File: config.mk
export PLATFORM = sky130hd
export DESIGN_NAME = alb_top
export DESIGN_NICKNAME = d
export VERILOG_FILES = /design/src/alb_pkg.sv /design/src/alb_hold.sv /design/src/alb_top.sv
export SDC_FILE = /design/constraint.sdc
export NUM_CORES = 1
export LEC_CHECK = 0
export BUFFER_PORTS_ARGS = -buffer_cell sky130_fd_sc_hd__buf_2
export CAP_MARGIN = 0
export CELL_PAD_IN_SITES_DETAIL_PLACEMENT = 2
export CELL_PAD_IN_SITES_GLOBAL_PLACEMENT = 2
export CORE_UTILIZATION = 23
export DETAILED_ROUTE_END_ITERATION = 8
export PLACE_DENSITY_LB_ADDON = 0.08
export SYNTH_ARGS = -nofsm -noshare
export SYNTH_HDL_FRONTEND = slang
export SYNTH_SLANG_ARGS = --single-unit
File: constraint.sdc
create_clock -name clk -period 0.8 [get_ports clk]
set_input_delay 0.04 -clock clk [delete_from_list [all_inputs] [get_ports clk]]
set_output_delay 0.04 -clock clk [all_outputs]
set_load 0.02 [all_outputs]
File: src/alb_pkg.sv
// Constants and types for the address latch buffer
package alb_pkg;
  localparam int LOW_W  = 19;
  localparam int HIGH_W = 3;
  localparam int LATLO_W = 17;
  localparam int LATHI_W = 3;
  localparam int UPPER_W = 7;
  localparam int DATA_W  = 8;
  localparam int LOW_TOP = 15;
  localparam int HI_LSB  = 16;
  localparam int HI_MSB  = 18;
  localparam logic [LATLO_W-1:0] LATLO_RST = 17'h00000;
  localparam logic [LATHI_W-1:0] LATHI_RST = 3'h0;
  localparam logic [UPPER_W-1:0] UPPER_RST = 7'h00;
  localparam logic [DATA_W-1:0]  DATA_RST  = 8'h00;
  localparam logic               BHE_RST   = 1'h1;
  localparam logic               FLAG_RST  = 1'h0;

  typedef logic [LOW_W-1:0]   alb_low_t;
  typedef logic [HIGH_W-1:0]  alb_high_t;
  typedef logic [LATLO_W-1:0] alb_latlo_t;
  typedef logic [LATHI_W-1:0] alb_lathi_t;
  typedef logic [UPPER_W-1:0] alb_upper_t;
  typedef logic [DATA_W-1:0]  alb_data_t;

  // Strobe phase, gray along open -> hold -> open
  typedef enum logic [1:0] {
    ALB_OPEN = 2'b00,
    ALB_HOLD = 2'b01
  } alb_phase_e;
endpackage : alb_pkg

File: src/alb_hold.sv
// Transparent-or-hold register slice used for every latched lane group
module alb_hold #(
  parameter int              W   = 1,
  parameter logic [W-1:0]    RST = '0
) (
  input  wire logic         clk,
  input  wire logic         nrst,
  input  wire logic         open,
  input  wire logic [W-1:0] d,
  output      logic [W-1:0] q
);
  logic [W-1:0] q_nxt;

  // Follows while open, freezes the last open value afterwards
  assign q_nxt = open ? d : q;

  always_ff @(posedge clk or negedge nrst) begin
    if (!nrst) begin
      q <= RST;
    end else begin
      q <= q_nxt;
    end
  end
endmodule : alb_hold

File: src/alb_top.sv
// Address latch buffer between processor local bus and expansion channel
module alb_top
  import alb_pkg::*;
(
  input  wire logic              clk,
  input  wire logic              nrst,
  input  wire logic              ale,
  input  wire alb_pkg::alb_low_t  cpu_addr_low,
  input  wire alb_pkg::alb_high_t cpu_addr_high,
  input  wire logic              addr_bit_zero,
  input  wire logic              addr_bit_twenty,
  input  wire logic              kbd_gate,
  input  wire logic              port92_gate,
  input  wire logic              async_mode,
  input  wire logic              bus_clk_quarter,
  input  wire logic              master_n,
  input  wire logic              byte_high_en_n_i,
  output      logic              byte_high_en_n_o,
  output      logic              byte_high_en_n_oe,
  input  wire logic              chan_byte_high_en_n_i,
  output      logic              chan_byte_high_en_n_o,
  output      logic              chan_byte_high_en_n_oe,
  output      alb_pkg::alb_latlo_t chan_addr_latched_lo,
  output      alb_pkg::alb_lathi_t chan_addr_latched_hi,
  output      alb_pkg::alb_upper_t chan_upper_addr,
  output      logic              addr_bit_twenty_out,
  output      logic              data_hi_sel,
  input  wire logic              io_read_cmd_n,
  input  wire logic              io_write_cmd_n,
  input  wire logic              mem_read_cmd_n,
  input  wire logic              mem_write_cmd_n,
  input  wire alb_pkg::alb_data_t cpu_data_i,
  output      alb_pkg::alb_data_t cpu_data_o,
  output      logic              cpu_data_oe,
  input  wire alb_pkg::alb_data_t periph_data_bus_i,
  output      alb_pkg::alb_data_t periph_data_bus_o,
  output      logic              periph_data_bus_oe
);
  import alb_pkg::*;

  // Decode
  logic       a20_gated;
  logic       upper_follow;
  logic       upper_open;
  logic       any_read;
  logic       any_write;
  logic       master_on;
  logic       bhe_eff_n;
  alb_latlo_t lo_in;
  alb_lathi_t hi_in;
  alb_upper_t up_in;

  // State
  alb_phase_e phase_r;
  alb_phase_e phase_nxt;
  logic       a20_r;
  logic       hi_sel_r;
  logic       bhe_cpu_r;
  alb_data_t  cpu_data_r;
  alb_data_t  periph_data_r;

  function automatic logic cmd_active(input logic a_n, input logic b_n);
    cmd_active = !a_n || !b_n;
  endfunction : cmd_active

  assign a20_gated    = addr_bit_twenty && kbd_gate && port92_gate;
  assign upper_follow = !async_mode && !bus_clk_quarter;
  assign upper_open   = ale || upper_follow;
  assign lo_in = {cpu_addr_low[LOW_TOP:0], addr_bit_zero};
  assign hi_in = cpu_addr_low[HI_MSB:HI_LSB];
  assign up_in = {cpu_addr_high, a20_gated, cpu_addr_low[HI_MSB:HI_LSB]};
  assign master_on = !master_n;
  // Bus master drives the channel enable; processor side then follows it
  assign bhe_eff_n = master_on ? chan_byte_high_en_n_i : byte_high_en_n_i;
  // Both command pairs share the one data path; reads win a clash
  assign any_read  = cmd_active(io_read_cmd_n, mem_read_cmd_n);
  assign any_write = cmd_active(io_write_cmd_n, mem_write_cmd_n);

  // Latch groups: follow while strobe high, freeze at its fall; upper group also follows while async_mode and bus_clk_quarter are both low
  alb_hold #(.W(LATLO_W), .RST(LATLO_RST)) u_lo (
    .clk  (clk),
    .nrst (nrst),
    .open (ale),
    .d    (lo_in),
    .q    (chan_addr_latched_lo)
  );

  alb_hold #(.W(LATHI_W), .RST(LATHI_RST)) u_hi (
    .clk  (clk),
    .nrst (nrst),
    .open (ale),
    .d    (hi_in),
    .q    (chan_addr_latched_hi)
  );

  alb_hold #(.W(UPPER_W), .RST(UPPER_RST)) u_up (
    .clk  (clk),
    .nrst (nrst),
    .open (upper_open),
    .d    (up_in),
    .q    (chan_upper_addr)
  );

  alb_hold #(.W(1), .RST(BHE_RST)) u_bhe (
    .clk  (clk),
    .nrst (nrst),
    .open (ale),
    .d    (byte_high_en_n_i),
    .q    (chan_byte_high_en_n_o)
  );

  // Phase tracker, only for observing latch cycles
  always_comb begin
    case (phase_r)
      ALB_OPEN: phase_nxt = ale ? ALB_OPEN : ALB_HOLD;
      ALB_HOLD: phase_nxt = ale ? ALB_OPEN : ALB_HOLD;
      default:  phase_nxt = ALB_OPEN;
    endcase
  end

  always_ff @(posedge clk or negedge nrst) begin
    if (!nrst) begin
      phase_r       <= ALB_OPEN;
      a20_r         <= FLAG_RST;
      hi_sel_r      <= FLAG_RST;
      bhe_cpu_r     <= BHE_RST;
      cpu_data_r    <= DATA_RST;
      periph_data_r <= DATA_RST;
    end else begin
      phase_r       <= phase_nxt;
      a20_r         <= a20_gated;
      hi_sel_r      <= !bhe_eff_n;
      bhe_cpu_r     <= chan_byte_high_en_n_i;
      cpu_data_r    <= periph_data_bus_i;
      periph_data_r <= cpu_data_i;
    end
  end

  assign addr_bit_twenty_out    = a20_r;
  assign data_hi_sel            = hi_sel_r;
  assign chan_byte_high_en_n_oe = !master_on;
  assign byte_high_en_n_o       = bhe_cpu_r;
  assign byte_high_en_n_oe      = master_on;
  assign cpu_data_o             = cpu_data_r;
  assign cpu_data_oe            = any_read;
  assign periph_data_bus_o      = periph_data_r;
  assign periph_data_bus_oe     = any_write && !any_read;
endmodule : alb_top
* Word level (Yosys, flattened, before mapping) *
Cells that the tools add are included.

storage, ports and cells
  bits of input ports = 54
  flip-flop bits (word level) = 47
  logic and storage cells = 26

operators by class
  multiplexer cells = 1
  reduce and logical (&&, ||, !) cells = 16

operators with widths
  operator           number
  1-bit logical NOT  9
  1-bit logical AND  4
  1-bit logical OR   3
  1-bit two-way mux  1

* Depth between registers and ports, before layout *
Gate-level depths: netlist of run 1.

  depth after elaboration = 4
  depth in mapped cells = 2
  mapped depth without buffers = 2

* Cells and area by module *
From an unflattened synthesis of run 1, not the netlist that was laid out.

unflattened totals
  cells, all modules = 85
  area total of the unflattened synthesis = 1,651.6 sq um

by module, submodules not included
  module             times used  area an instance (sq um)  cells each
  alb_hold at u_lo   1           685.7                     36
  alb_top            1           524.3                     26
  alb_hold at u_up   1           291.5                     15
  alb_hold at u_hi   1           108.9                     6
  alb_hold at u_bhe  1           41.3                      2

* Worst setup path after synthesis of run 1 *
OpenSTA, ideal clock, no wires.

  path kind = register to register
  from = register, netlist name u_hi.q[0]
  to = register u_hi.q[0]
  cell stages (with the launch flop) = 2
  path slack = -0.026 ns
  clock period less this slack = 0.826 ns
  arrival = 0.701 ns
  path buffers = 0
  cells stage by stage = dfrtp_1 > mux2_2

RTL lines
  element                 line            text
  end signal: assignment  alb_hold.sv:21  q <= q_nxt;
  end: declaration        alb_hold.sv:10  output logic [W-1:0] q

* Worst setup path after layout of run 1 *
  from = register u_bhe.q
  to = output chan_byte_high_en_n_o

RTL lines
  element                   line            text
  start: declaration        alb_hold.sv:10
  start signal: assignment  alb_hold.sv:21
  end: declaration          alb_top.sv:21   output logic chan_byte_high_en_n_o,

No word-level cell between the ends.

==> summary.md, run 1 <==
| Metric | Value |
|---|---|
| Max-Cap Viols | `0` |
| Remaining Overflow, GRT | `0` |
| DR iter-0 viols | `21` |
| Peak supply drop | `just over 0.0008 V` |
| Max frequency | `1010 MHz` |
| Cell breakdown of the critical path | `buf_6` |
| GRT Total Usage | `15.3%` |
| DR vias | `around 1.3k` |
| Slowest stage delay, CP | `0.54 ns` |
| Root Buffer | `clkbuf_8` |
| Pin count of the biggest net entering global routing | `25` |
| Share of cells above drive strength 1 | `between 70% and 80%` |
| Slew Limit Fails | `0` |
| Final ANT Viol Nets | `0` |
| Startpoint Class | `flip-flop` |
| CTS Buf Count | `5` |
| DP Worst Slack | `-0.116 ns` |
| Final Skew | `0 ns` |
| Final Instance Area | `around 3000 um2` |
| Xor/xnor cell area share of the yosys netlist | `0%` |
| DR WL/cell | `15.3 um` |
| Synth top area cells | `dfrtp_1 72%, mux2_2 20%, dfstp_2 3.4%` |
| WS Path Type | `reg2out` |
| Chip height | `84.5 um` |
| Die area | `between 7000 and 8000 um2` |
| DP Wirelength | `approximately 3200 um` |
| Fin worst setup slack | `-0.193 ns` |
| Chip Width | `84.5 um` |
| Synth-to-layout area growth | `97.7%` |
| DR pass1 iterations | `6` |
| First-pass GRT wire length | `~8000 um` |
| Hold Path Class | `in2reg` |
| Max clock buf depth | `2` |
| Post-synthesis simple-gate area fraction | `less than 1%` |
| Clock Latency Late Sink | `around 0.29 ns` |
| CTS tree | `built` |
| Number of diodes | `0` |
| Status | `finished, violations left` |
| Most frequent cells in the layout | `57 x buf_2, 47 x buf_6, 43 x dlygate4sd3_1` |
| Compound-cell area share of the yosys netlist | `1.52%` |
| Starting Density | `between 20% and 30%` |
| Initial antenna violation count | `0` |
| Drt total wl | `4840 um` |
| Placed Area | `approximately 2200 um2` |
| Crit share post-route | `124%` |
| Post-Synthesis Cells | `between 80 and 90` |
| Failing checks | `design-rule violations, negative setup slack` |
| Netlist cell types | `10` |
| Worst EP arrival | `0.95 ns` |
| IO buf count | `104` |
| Max FO, Critical Path | `2` |
| DR vias/cell | `~4.2` |
| Placed Cells | `roughly 270` |
| Worst path buffer plus inverter count | `1` |
| Remaining DRCs | `7` |
| Layout Nets | `slightly below 300` |
| Final setup fails | `49` |
| Number of global-route vias before repair | `~1.6k` |
| Largest family of logic cells by synthesized area | `multiplexers` |
| CP top delay family | `flip-flops` |
| Multiplexer share of the synthesized area | `20.8%` |
| RSZ-0062 raised after global routing | `yes` |
| Ports | `105` |
| Synth warn | `0` |
| Synth area leader | `dfrtp_1` |
| Critical path data required time | `between 0.7 and 0.8 ns` |
| Synth Area in Adders | `0%` |
| Area of the multi-input gates | `about 370 um2` |
| Clock transition at the registers of the reported paths | `0.08 ns` |
| Worst slew margin | `between 80% and 90%` |
| Fin crit period | `between 0.9 and 1 ns` |
| Fillers | `613` |
| Critical Path Slowest Stage Cell | `dfstp_2` |
| Global placer's final weighted congestion | `approximately 0.73` |
| Worst-margin pin slew | `roughly 0.25 ns` |
| Core footprint | `6460 um2` |
| FF+latch area | `1210 um2` |
| Post-Syn Area | `around 1600 um2` |
| R2R Setup Slk | `-0.01 ns` |
| CP endpoint kind | `output port` |
| Yosys top cell area share | `between 70% and 80%` |
| Final Hold Viols | `0` |
| Final cell count without fillers | `roughly 320` |
| Most common cell after layout, fill and taps aside | `buf_2` |
| H-tree levels | `2` |
| Final core utilization | `47.9%` |
| CTS Sinks | `47` |
| Synthesis-stage register bit count | `47` |
| Sequential area share after synthesis | `75.4%` |
| Syn_nets | `around 140` |
| Leakage | `around 1.4 nW` |
| P per Cell Area | `1860 nW/um2` |
| Row cnt | `29` |
| Synth Area per Inst | `18.6 um2` |
## cells in the mapped netlist
| master | number |
|---|---|
| mux2_2 | 28 |
| a21oi_1 | 1 |
| mux2i_1 | 1 |
| dfrtp_1 | 45 |
| o21bai_4 | 1 |
| nand2_1 | 1 |
| inv_1 | 1 |
| and3_1 | 1 |
| dfstp_2 | 2 |
| buf_4 | 3 |
## logic make-up (layout without fill, tap and decap cells)
logic type	Yosys count	after routing
AND/OR/NAND/NOR	2	2
multiplexers	29	29
AO/OA/AOI/OAI	2	2
flip-flops	47	47
buffers and inverters	4	160
## per-stage QoR
step	power, mW	hold WS, ns	TNS (ns)
global placement	3.59	0.0365	-1.19
detailed placement	3.63	0.0403	-1.96
global route	6.06	0.00846	-5.77
CTS	5.85	0.00171	-4.55
floorplan	3.17	-0.256	-0.360
finish	5.76	0.0160	-3.69
## layout make-up
class / count / area share (%)
inverters: 1 / 0.121
well taps: 77 / 3.12
repair buffers: 151 / 42.0
flip-flops and latches: 47 / 39.2
clock buffers: 5 / 2.23
multi-input cells: 33 / 11.9
clock inverters: 3 / 1.42
## state kept, by name (all words and copies together), names as in the netlist
| register | flops |
|---|---|
| addr_bit_twenty_out | 1 |
| byte_high_en_n_o | 1 |
| cpu_data_o | 8 |
| data_hi_sel | 1 |
| periph_data_bus_o | 8 |
| u_bhe.q | 1 |
| u_hi.q | 3 |
| u_lo.q | 17 |
| u_up.q | 7 |
## power by group
group	leakage [nW]	switching [mW]	internal, mW
Sequential	0.522	0.128	2.59
Clock	0.0581	0.810	0.931
Combinational	0.864	0.544	0.753
Total	1.44	1.48	4.28
## final timing paths
check | endpoint | startpoint | cells after the start
worst max-delay path | chan_byte_high_en_n_o | u_bhe.q | 1
worst min register to register | u_up.q[1] | u_up.q[1] | 1
max in group asynchronous | u_bhe.q | nrst | 3
min in group asynchronous | periph_data_bus_o[6] | nrst | 3
worst max register to register | u_lo.q[1] | u_lo.q[1] | 1
worst min-delay path | addr_bit_twenty_out | kbd_gate | 2
## repair_timing
action	4_1_cts	5_1_grt
pin swaps	0	0
hold buffers	43	0
setup endpoints to repair	47	67
setup buffers	0	0
hold endpoints to repair	92	0
gates cloned	0	0
gates resized for setup	94	2
## layer usage
metal	GRT usage, %	up-vias	part of all wire (%)
met2	29.8	65	57
met1	15.1	656	33
met3	5.70	6	8.5
met5	0	-	0
li1	-	594	-
met4	4.16	0	1.1
Note: power is estimated with default switching activity, not from simulation.
==> run 2, diff against run 1 <==
--- a/config.mk
+++ b/config.mk
@@ -7,9 +7,7 @@
 export LEC_CHECK = 0
 export BUFFER_PORTS_ARGS = -buffer_cell sky130_fd_sc_hd__buf_2
 export CAP_MARGIN = 0
-export CELL_PAD_IN_SITES_DETAIL_PLACEMENT = 2
-export CELL_PAD_IN_SITES_GLOBAL_PLACEMENT = 2
-export CORE_UTILIZATION = 23
+export CORE_UTILIZATION = 35
 export DETAILED_ROUTE_END_ITERATION = 8
 export PLACE_DENSITY_LB_ADDON = 0.08
 export SYNTH_ARGS = -nofsm -noshare
==> run 2 against run 1 <==
  * The flow finishes with violations (negative setup slack)
  * Flip-flop and latch count stayed put
  * Die area is 34% lower
  * Via count is 2.2% lower
==> summary.md, run 2 (synthesized netlist as in run 1, its figures left out) <==
| Metric | Value |
|---|---|
| Status | `finished, violations left (unchanged)` |
| Failing checks | `negative setup slack (was design-rule violations, negative setup slack)` |
| Max FO, Critical Path | `1 (was 2)` |
| Fillers | `276 (was 613)` |
| DR vias/cell | `4.44 (was 4.17)` |
| Fin worst setup slack | `-0.211 ns (was -0.193 ns)` |
| Max frequency | `989 MHz (was 1010 MHz)` |
| Max-Cap Viols | `0 (unchanged)` |
| Slowest stage delay, CP | `0.55 ns (was 0.54 ns)` |
| DR pass1 iterations | `2 (was 6)` |
| Clock Latency Late Sink | `0.30 ns (was 0.29 ns)` |
| Worst-margin pin slew | `0.293 ns (was 0.249 ns)` |
| Critical path data required time | `0.76 ns (about the same)` |
| WS Path Type | `reg2out (unchanged)` |
| Peak supply drop | `0.00121 V (was 0.000819 V)` |
| DR WL/cell | `13.6 um (was 15.3 um)` |
| Worst EP arrival | `0.97 ns (was 0.95 ns)` |
| CTS Buf Count | `5 (unchanged)` |
| Setup bufs post-CTS | `0 (unchanged)` |
| Share of cells above drive strength 1 | `72.2% (was 72.5%)` |
| FF+latch area | `1210 um2 (unchanged)` |
| DP Wirelength | `2500 um (was 3200 um)` |
| Final ANT Viol Nets | `0 (unchanged)` |
| Final setup fails | `50 (was 49)` |
| Most common cell after layout, fill and taps aside | `buf_2 (unchanged)` |
| Final Hold Viols | `0 (unchanged)` |
| GRT Total Usage | `17.6% (was 15.3%)` |
| Hold Path Class | `in2async (was in2reg)` |
| Pin count of the biggest net entering global routing | `21 (was 25)` |
| Startpoint Class | `flip-flop (unchanged)` |
| CTS tree | `built (unchanged)` |
| Clock transition at the registers of the reported paths | `0.09 ns (was 0.08 ns)` |
| Slew Limit Fails | `0 (unchanged)` |
| DR iter-0 viols | `17 (was 21)` |
| Remaining DRCs | `0 (was 7)` |
| H-tree levels | `2 (unchanged)` |
| Final Power | `5.70 mW (was 5.76 mW)` |
| Die area | `4740 um2 (was 7130 um2)` |
| First-pass GRT wire length | `5750 um (was 8160 um)` |
| Worst slew margin | `80.5% (was 83.4%)` |
| Drt total wl | `3970 um (was 4840 um)` |
| Chip Width | `68.8 um (was 84.5 um)` |
| Most flops, register | `u_lo.q (unchanged)` |
| TNS Setup | `-3.35 ns (was -3.69 ns)` |
| CP endpoint kind | `output port (unchanged)` |
| DR vias | `1292 (was 1321)` |
| IO buf count | `104 (unchanged)` |
| Layout Nets | `294 (was 293)` |
| Global placer's final weighted congestion | `0.629 (was 0.730)` |
| P per Cell Area | `1860 nW/um2 (about the same)` |
| Remaining Overflow, GRT | `0 (unchanged)` |
| Root Buffer | `clkbuf_8 (unchanged)` |
| Ports | `105 (unchanged)` |
| Fin crit period | `1.01 ns (was 0.993 ns)` |
| Largest register FFs | `17 (unchanged)` |
| Leakage | `1.45 nW (was 1.44 nW)` |
| RSZ-0062 raised after global routing | `yes (unchanged)` |
| Most frequent cells in the layout | `57 x buf_2, 47 x buf_6, 44 x dlygate4sd3_1 (was 57 x buf_2, 47 x buf_6, 43 x dlygate4sd3_1)` |
| CP top delay family | `flip-flops (unchanged)` |
| Max clock buf depth | `2 (unchanged)` |
| Worst path buffer plus inverter count | `1 (unchanged)` |
| Chip height | `68.8 um (was 84.5 um)` |
| Crit share post-route | `126% (was 124%)` |
| Cell breakdown of the critical path | `buf_6 (unchanged)` |
| Area of the multi-input gates | `367 um2 (unchanged)` |
| Initial antenna violation count | `0 (unchanged)` |
| Synth-to-layout area growth | `96.2% (was 97.7%)` |
| CTS Sinks | `47 (unchanged)` |
| Starting Density | `37.7% (was 24.2%)` |
| Critical Path Slowest Stage Cell | `dfstp_2 (unchanged)` |
| Row cnt | `23 (was 29)` |
| Final Skew | `0 ns (unchanged)` |
| Number of global-route vias before repair | `1287 (was 1641)` |
| Core footprint | `4140 um2 (was 6460 um2)` |
| Number of diodes | `0 (unchanged)` |
-- run 2: cell count changes in the layout (fill, tap and decap cells not counted) --
cell,change
dlygate4sd3_1,+1
-- run 2: metal layers --
| metal | track usage, % | up-vias | wire length [um] |
|---|---|---|---|
| met3 | 7.57 | 10 | 336 |
| met1 | 16.6 | 619 | 1430 |
| met5 | 0 | - | 0 |
| met2 | 32.5 | 69 | 2110 |
| met4 | 8.16 | 0 | 97 |
| li1 | - | 594 | - |
-- run 2: report_power, final --
part           total [mW]  leakage, nW  switching (mW)  internal [mW]
registers            2.72        0.522           0.124           2.59
clock network        1.70       0.0581           0.772          0.930
logic                1.28        0.870           0.530          0.754
total                5.70         1.45            1.43           4.28
-- run 2: through the flow --
step | setup slack [ns] | std cells | cell area [um2] | hold WS, ns | utilization [%]
after floorplan | -0.0133 | 84 | 1600 | -0.256 | -
after global placement | -0.0789 | 239 | 2210 | -0.0714 | 53.4
after detailed placement | -0.104 | 239 | 2210 | -0.0643 | 53.4
after CTS | -0.213 | 291 | 3060 | 0.122 | 73.9
after global routing | -0.232 | 291 | 3070 | 0.141 | 74.0
final | -0.211 | 291 | 3070 | 0.141 | 74.0
-- run 2: area by class of cell --
cell class              count  area share [%]
repair buffers            152            42.7
flip-flops and latches     47            39.5
multi-input cells          33            11.9
clock buffers               5            2.24
well taps                  50            2.04
clock inverters             3            1.43
inverters                   1           0.122
-- run 2: worst paths after layout --
path / slack, ns / to / depth (start not counted) / start
min in group clk: 0.14 / u_up.q[3] / 3 / port92_gate
worst max-delay path: -0.21 / byte_high_en_n_o / 1 / byte_high_en_n_o
worst min-delay path: 0.14 / u_lo.q[9] / 2 / nrst
max in group asynchronous: 0.22 / u_hi.q[1] / 3 / nrst
worst min register to register: 0.53 / u_lo.q[1] / 1 / u_lo.q[1]
worst max register to register: -0.03 / u_lo.q[10] / 1 / u_lo.q[10]
-- run 2: timing repair --
action | 4_1_cts | 5_1_grt
setup endpoints to repair | 47 | 54
hold buffers | 44 | 0
gates resized for setup | 94 | 2
pin swaps | 0 | 0
hold endpoints to repair | 92 | 0
==> run 3, diff against run 2 <==
--- a/config.mk
+++ b/config.mk
@@ -10,6 +10,8 @@
 export CORE_UTILIZATION = 35
 export DETAILED_ROUTE_END_ITERATION = 8
 export PLACE_DENSITY_LB_ADDON = 0.08
+export SETUP_SLACK_MARGIN = 0.15
+export SLEW_MARGIN = 10
 export SYNTH_ARGS = -nofsm -noshare
 export SYNTH_HDL_FRONTEND = slang
 export SYNTH_SLANG_ARGS = --single-unit
==> run 3 against run 2 <==
  * The flow finishes with violations (negative hold slack, negative setup slack)
  * First-iteration DRC count up 12%
  * Highest routed layer unchanged
  * Power is 3.9% higher
  * Global-route usage shrank 2.0 points
  * Maximum frequency up 1.9%
==> summary.md, run 3 (synthesized netlist as in run 1, its figures left out) <==
| Metric | Value |
|---|---|
| H-tree levels | `2 (unchanged)` |
| Chip Width | `68.8 um (unchanged)` |
| Drt total wl | `3580 um (was 3970 um)` |
| DR vias | `1175 (was 1292)` |
| Max frequency | `1010 MHz (was 989 MHz)` |
| Hold buffers post-CTS | `19 (was 44)` |
| Final Skew | `0 ns (unchanged)` |
| Worst path buffer plus inverter count | `1 (unchanged)` |
| Remaining DRCs | `0 (unchanged)` |
| Worst-margin pin slew | `0.245 ns (was 0.293 ns)` |
| Peak supply drop | `0.00178 V (was 0.00121 V)` |
| Hold Slack | `-0.0226 ns (was 0.141 ns)` |
| Critical path depth in cells | `1 (unchanged)` |
| FF+latch area | `1210 um2 (unchanged)` |
| Status | `finished, violations left (unchanged)` |
| Chip height | `68.8 um (unchanged)` |
| Fillers | `297 (was 276)` |
| DR pass1 iterations | `3 (was 2)` |
| Number of global-route vias before repair | `1164 (was 1287)` |
| Max-Cap Viols | `0 (unchanged)` |
| GRT Total Usage | `15.6% (was 17.6%)` |
| TNS Setup | `-3.24 ns (was -3.35 ns)` |
| Initial antenna violation count | `0 (unchanged)` |
| Startpoint Class | `flip-flop (unchanged)` |
| Global placer's final weighted congestion | `0.693 (was 0.629)` |
| CP endpoint kind | `output port (unchanged)` |
| Placed Cells | `238 (was 239)` |
| Placed Area | `2220 um2 (was 2210 um2)` |
| Critical Path Slowest Stage Cell | `dfstp_2 (unchanged)` |
| Failing checks | `negative hold slack, negative setup slack (was negative setup slack)` |
| CTS Buf Count | `5 (unchanged)` |
| CP top delay family | `flip-flops (unchanged)` |
| Leakage | `1.36 nW (was 1.45 nW)` |
| Final setup fails | `48 (was 50)` |
| Die area | `4740 um2 (unchanged)` |
| Clock transition at the registers of the reported paths | `0.09 ns (about the same)` |
| IO buf count | `104 (unchanged)` |
| Most common cell after layout, fill and taps aside | `buf_2 (unchanged)` |
| Largest register FFs | `17 (unchanged)` |
| Max clock buf depth | `2 (unchanged)` |
| Synth-to-layout area growth | `83.2% (was 96.2%)` |
| Crit share post-route | `124% (was 126%)` |
| Final Hold Viols | `24 (was 0)` |
| Fin crit period | `0.992 ns (was 1.01 ns)` |
| DR WL/cell | `13.4 um (was 13.6 um)` |
| Starting Density | `37.7% (unchanged)` |
| Cell breakdown of the critical path | `buf_6 (unchanged)` |
| Critical path data required time | `0.76 ns (about the same)` |
| Root Buffer | `clkbuf_8 (unchanged)` |
| DR iter-0 viols | `19 (was 17)` |
| Final Instance Area | `2870 um2 (was 3070 um2)` |
| Clock Latency Late Sink | `0.29 ns (was 0.30 ns)` |
| Core footprint | `4140 um2 (unchanged)` |
| Area of the multi-input gates | `367 um2 (unchanged)` |
| WS Path Type | `reg2out (unchanged)` |
| Max FO, Critical Path | `2 (was 1)` |
| Worst EP arrival | `0.95 ns (was 0.97 ns)` |
| Worst slew margin | `83.7% (was 80.5%)` |
| Worst R2R Path Depth | `3 (was 1)` |
| Final core utilization | `69.1% (was 74.0%)` |
| Layout Nets | `270 (was 294)` |
| Hold Path Class | `in2reg (was in2async)` |
| Slew Limit Fails | `0 (unchanged)` |
| Ports | `105 (unchanged)` |
| P per Cell Area | `2070 nW/um2 (was 1860 nW/um2)` |
| RSZ-0062 raised after global routing | `yes (unchanged)` |
| Row cnt | `23 (unchanged)` |
| Number of diodes | `0 (unchanged)` |
| First-pass GRT wire length | `5200 um (was 5750 um)` |
| Remaining Overflow, GRT | `0 (unchanged)` |
| Pin count of the biggest net entering global routing | `48 (was 21)` |
| Hold path depth | `2` |
| Most flops, register | `u_lo.q (unchanged)` |
| Slowest stage delay, CP | `0.55 ns (about the same)` |
| Final cell count without fillers | `267 (was 291)` |
| Most frequent cells in the layout | `57 x buf_2, 48 x buf_6, 27 x dfrtp_2 (was 57 x buf_2, 47 x buf_6, 44 x dlygate4sd3_1)` |
| Fin worst setup slack | `-0.192 ns (was -0.211 ns)` |
| DR vias/cell | `4.40 (was 4.44)` |
| CTS tree | `built (unchanged)` |
| CTS Sinks | `47 (unchanged)` |
| Share of cells above drive strength 1 | `80.6% (was 72.2%)` |
| Final ANT Viol Nets | `0 (unchanged)` |
## run 3: cell types whose count changed in the layout (fill, tap and decap cells not counted), sizes merged
cell,previous run,this run
buf,108,109
clkinvlp,0,1
bufinv,1,2
clkinv,2,0
dlygate4sd3,44,19
## run 3: layout make-up
class | count | share of cell area, %
tap | 50 | 2.18
multi-input combinational | 33 | 12.8
inverter | 1 | 0.131
timing repair buffer | 128 | 37.8
clock buffer | 5 | 2.40
sequential | 47 | 42.3
clock inverter | 3 | 2.36
## run 3: where the power goes
part | switching [mW] | internal [mW] | leakage, nW | total (mW)
combinational | 0.514 | 0.694 | 0.774 | 1.21
sequential | 0.122 | 2.59 | 0.522 | 2.72
clock | 0.760 | 1.25 | 0.0644 | 2.01
total | 1.40 | 4.53 | 1.36 | 5.93
## run 3: timing repair
item | CTS | global route
gates resized for setup | 94 | 2
setup buffers | 1 | 1
endpoints found under the hold margin | 90 | 25
setup endpoints to repair | 75 | 75
## run 3: per-layer routing
| layer | global-route usage [%] | vias to the layer above | wire, um |
|---|---|---|---|
| met5 | 0 | - | 0 |
| met3 | 5.92 | 5 | 334 |
| met4 | 5.36 | 0 | 31 |
| li1 | - | 548 | - |
| met1 | 16.2 | 557 | 1280 |
| met2 | 28.5 | 65 | 1930 |
## run 3: final timing paths
check,start,end,slack [ns]
max reg2reg,u_bhe.q,u_bhe.q,-0.14
max in group asynchronous,nrst,byte_high_en_n_o,0.28
min in group asynchronous,nrst,u_lo.q[6],0.26
min,cpu_addr_low[12],u_lo.q[13],-0.02
min reg2reg,u_lo.q[4],u_lo.q[4],0.53
max,u_bhe.q,chan_byte_high_en_n_o,-0.19
## run 3: metrics by stage
step	power [mW]	setup slack [ns]
6_report	5.93	-0.192
5_1_grt	6.20	-0.232
4_1_cts	5.99	-0.197
3_5_place_dp	3.61	-0.0940
3_3_place_gp	3.59	-0.0793
2_1_floorplan	3.17	-0.0133
## run 3: worst reg2reg max path, cell delays in order, from the launching register on
cell	delay, ns
dfstp_2	0.38
buf_4	0.13
buf_6	0.10
mux2_4	0.26
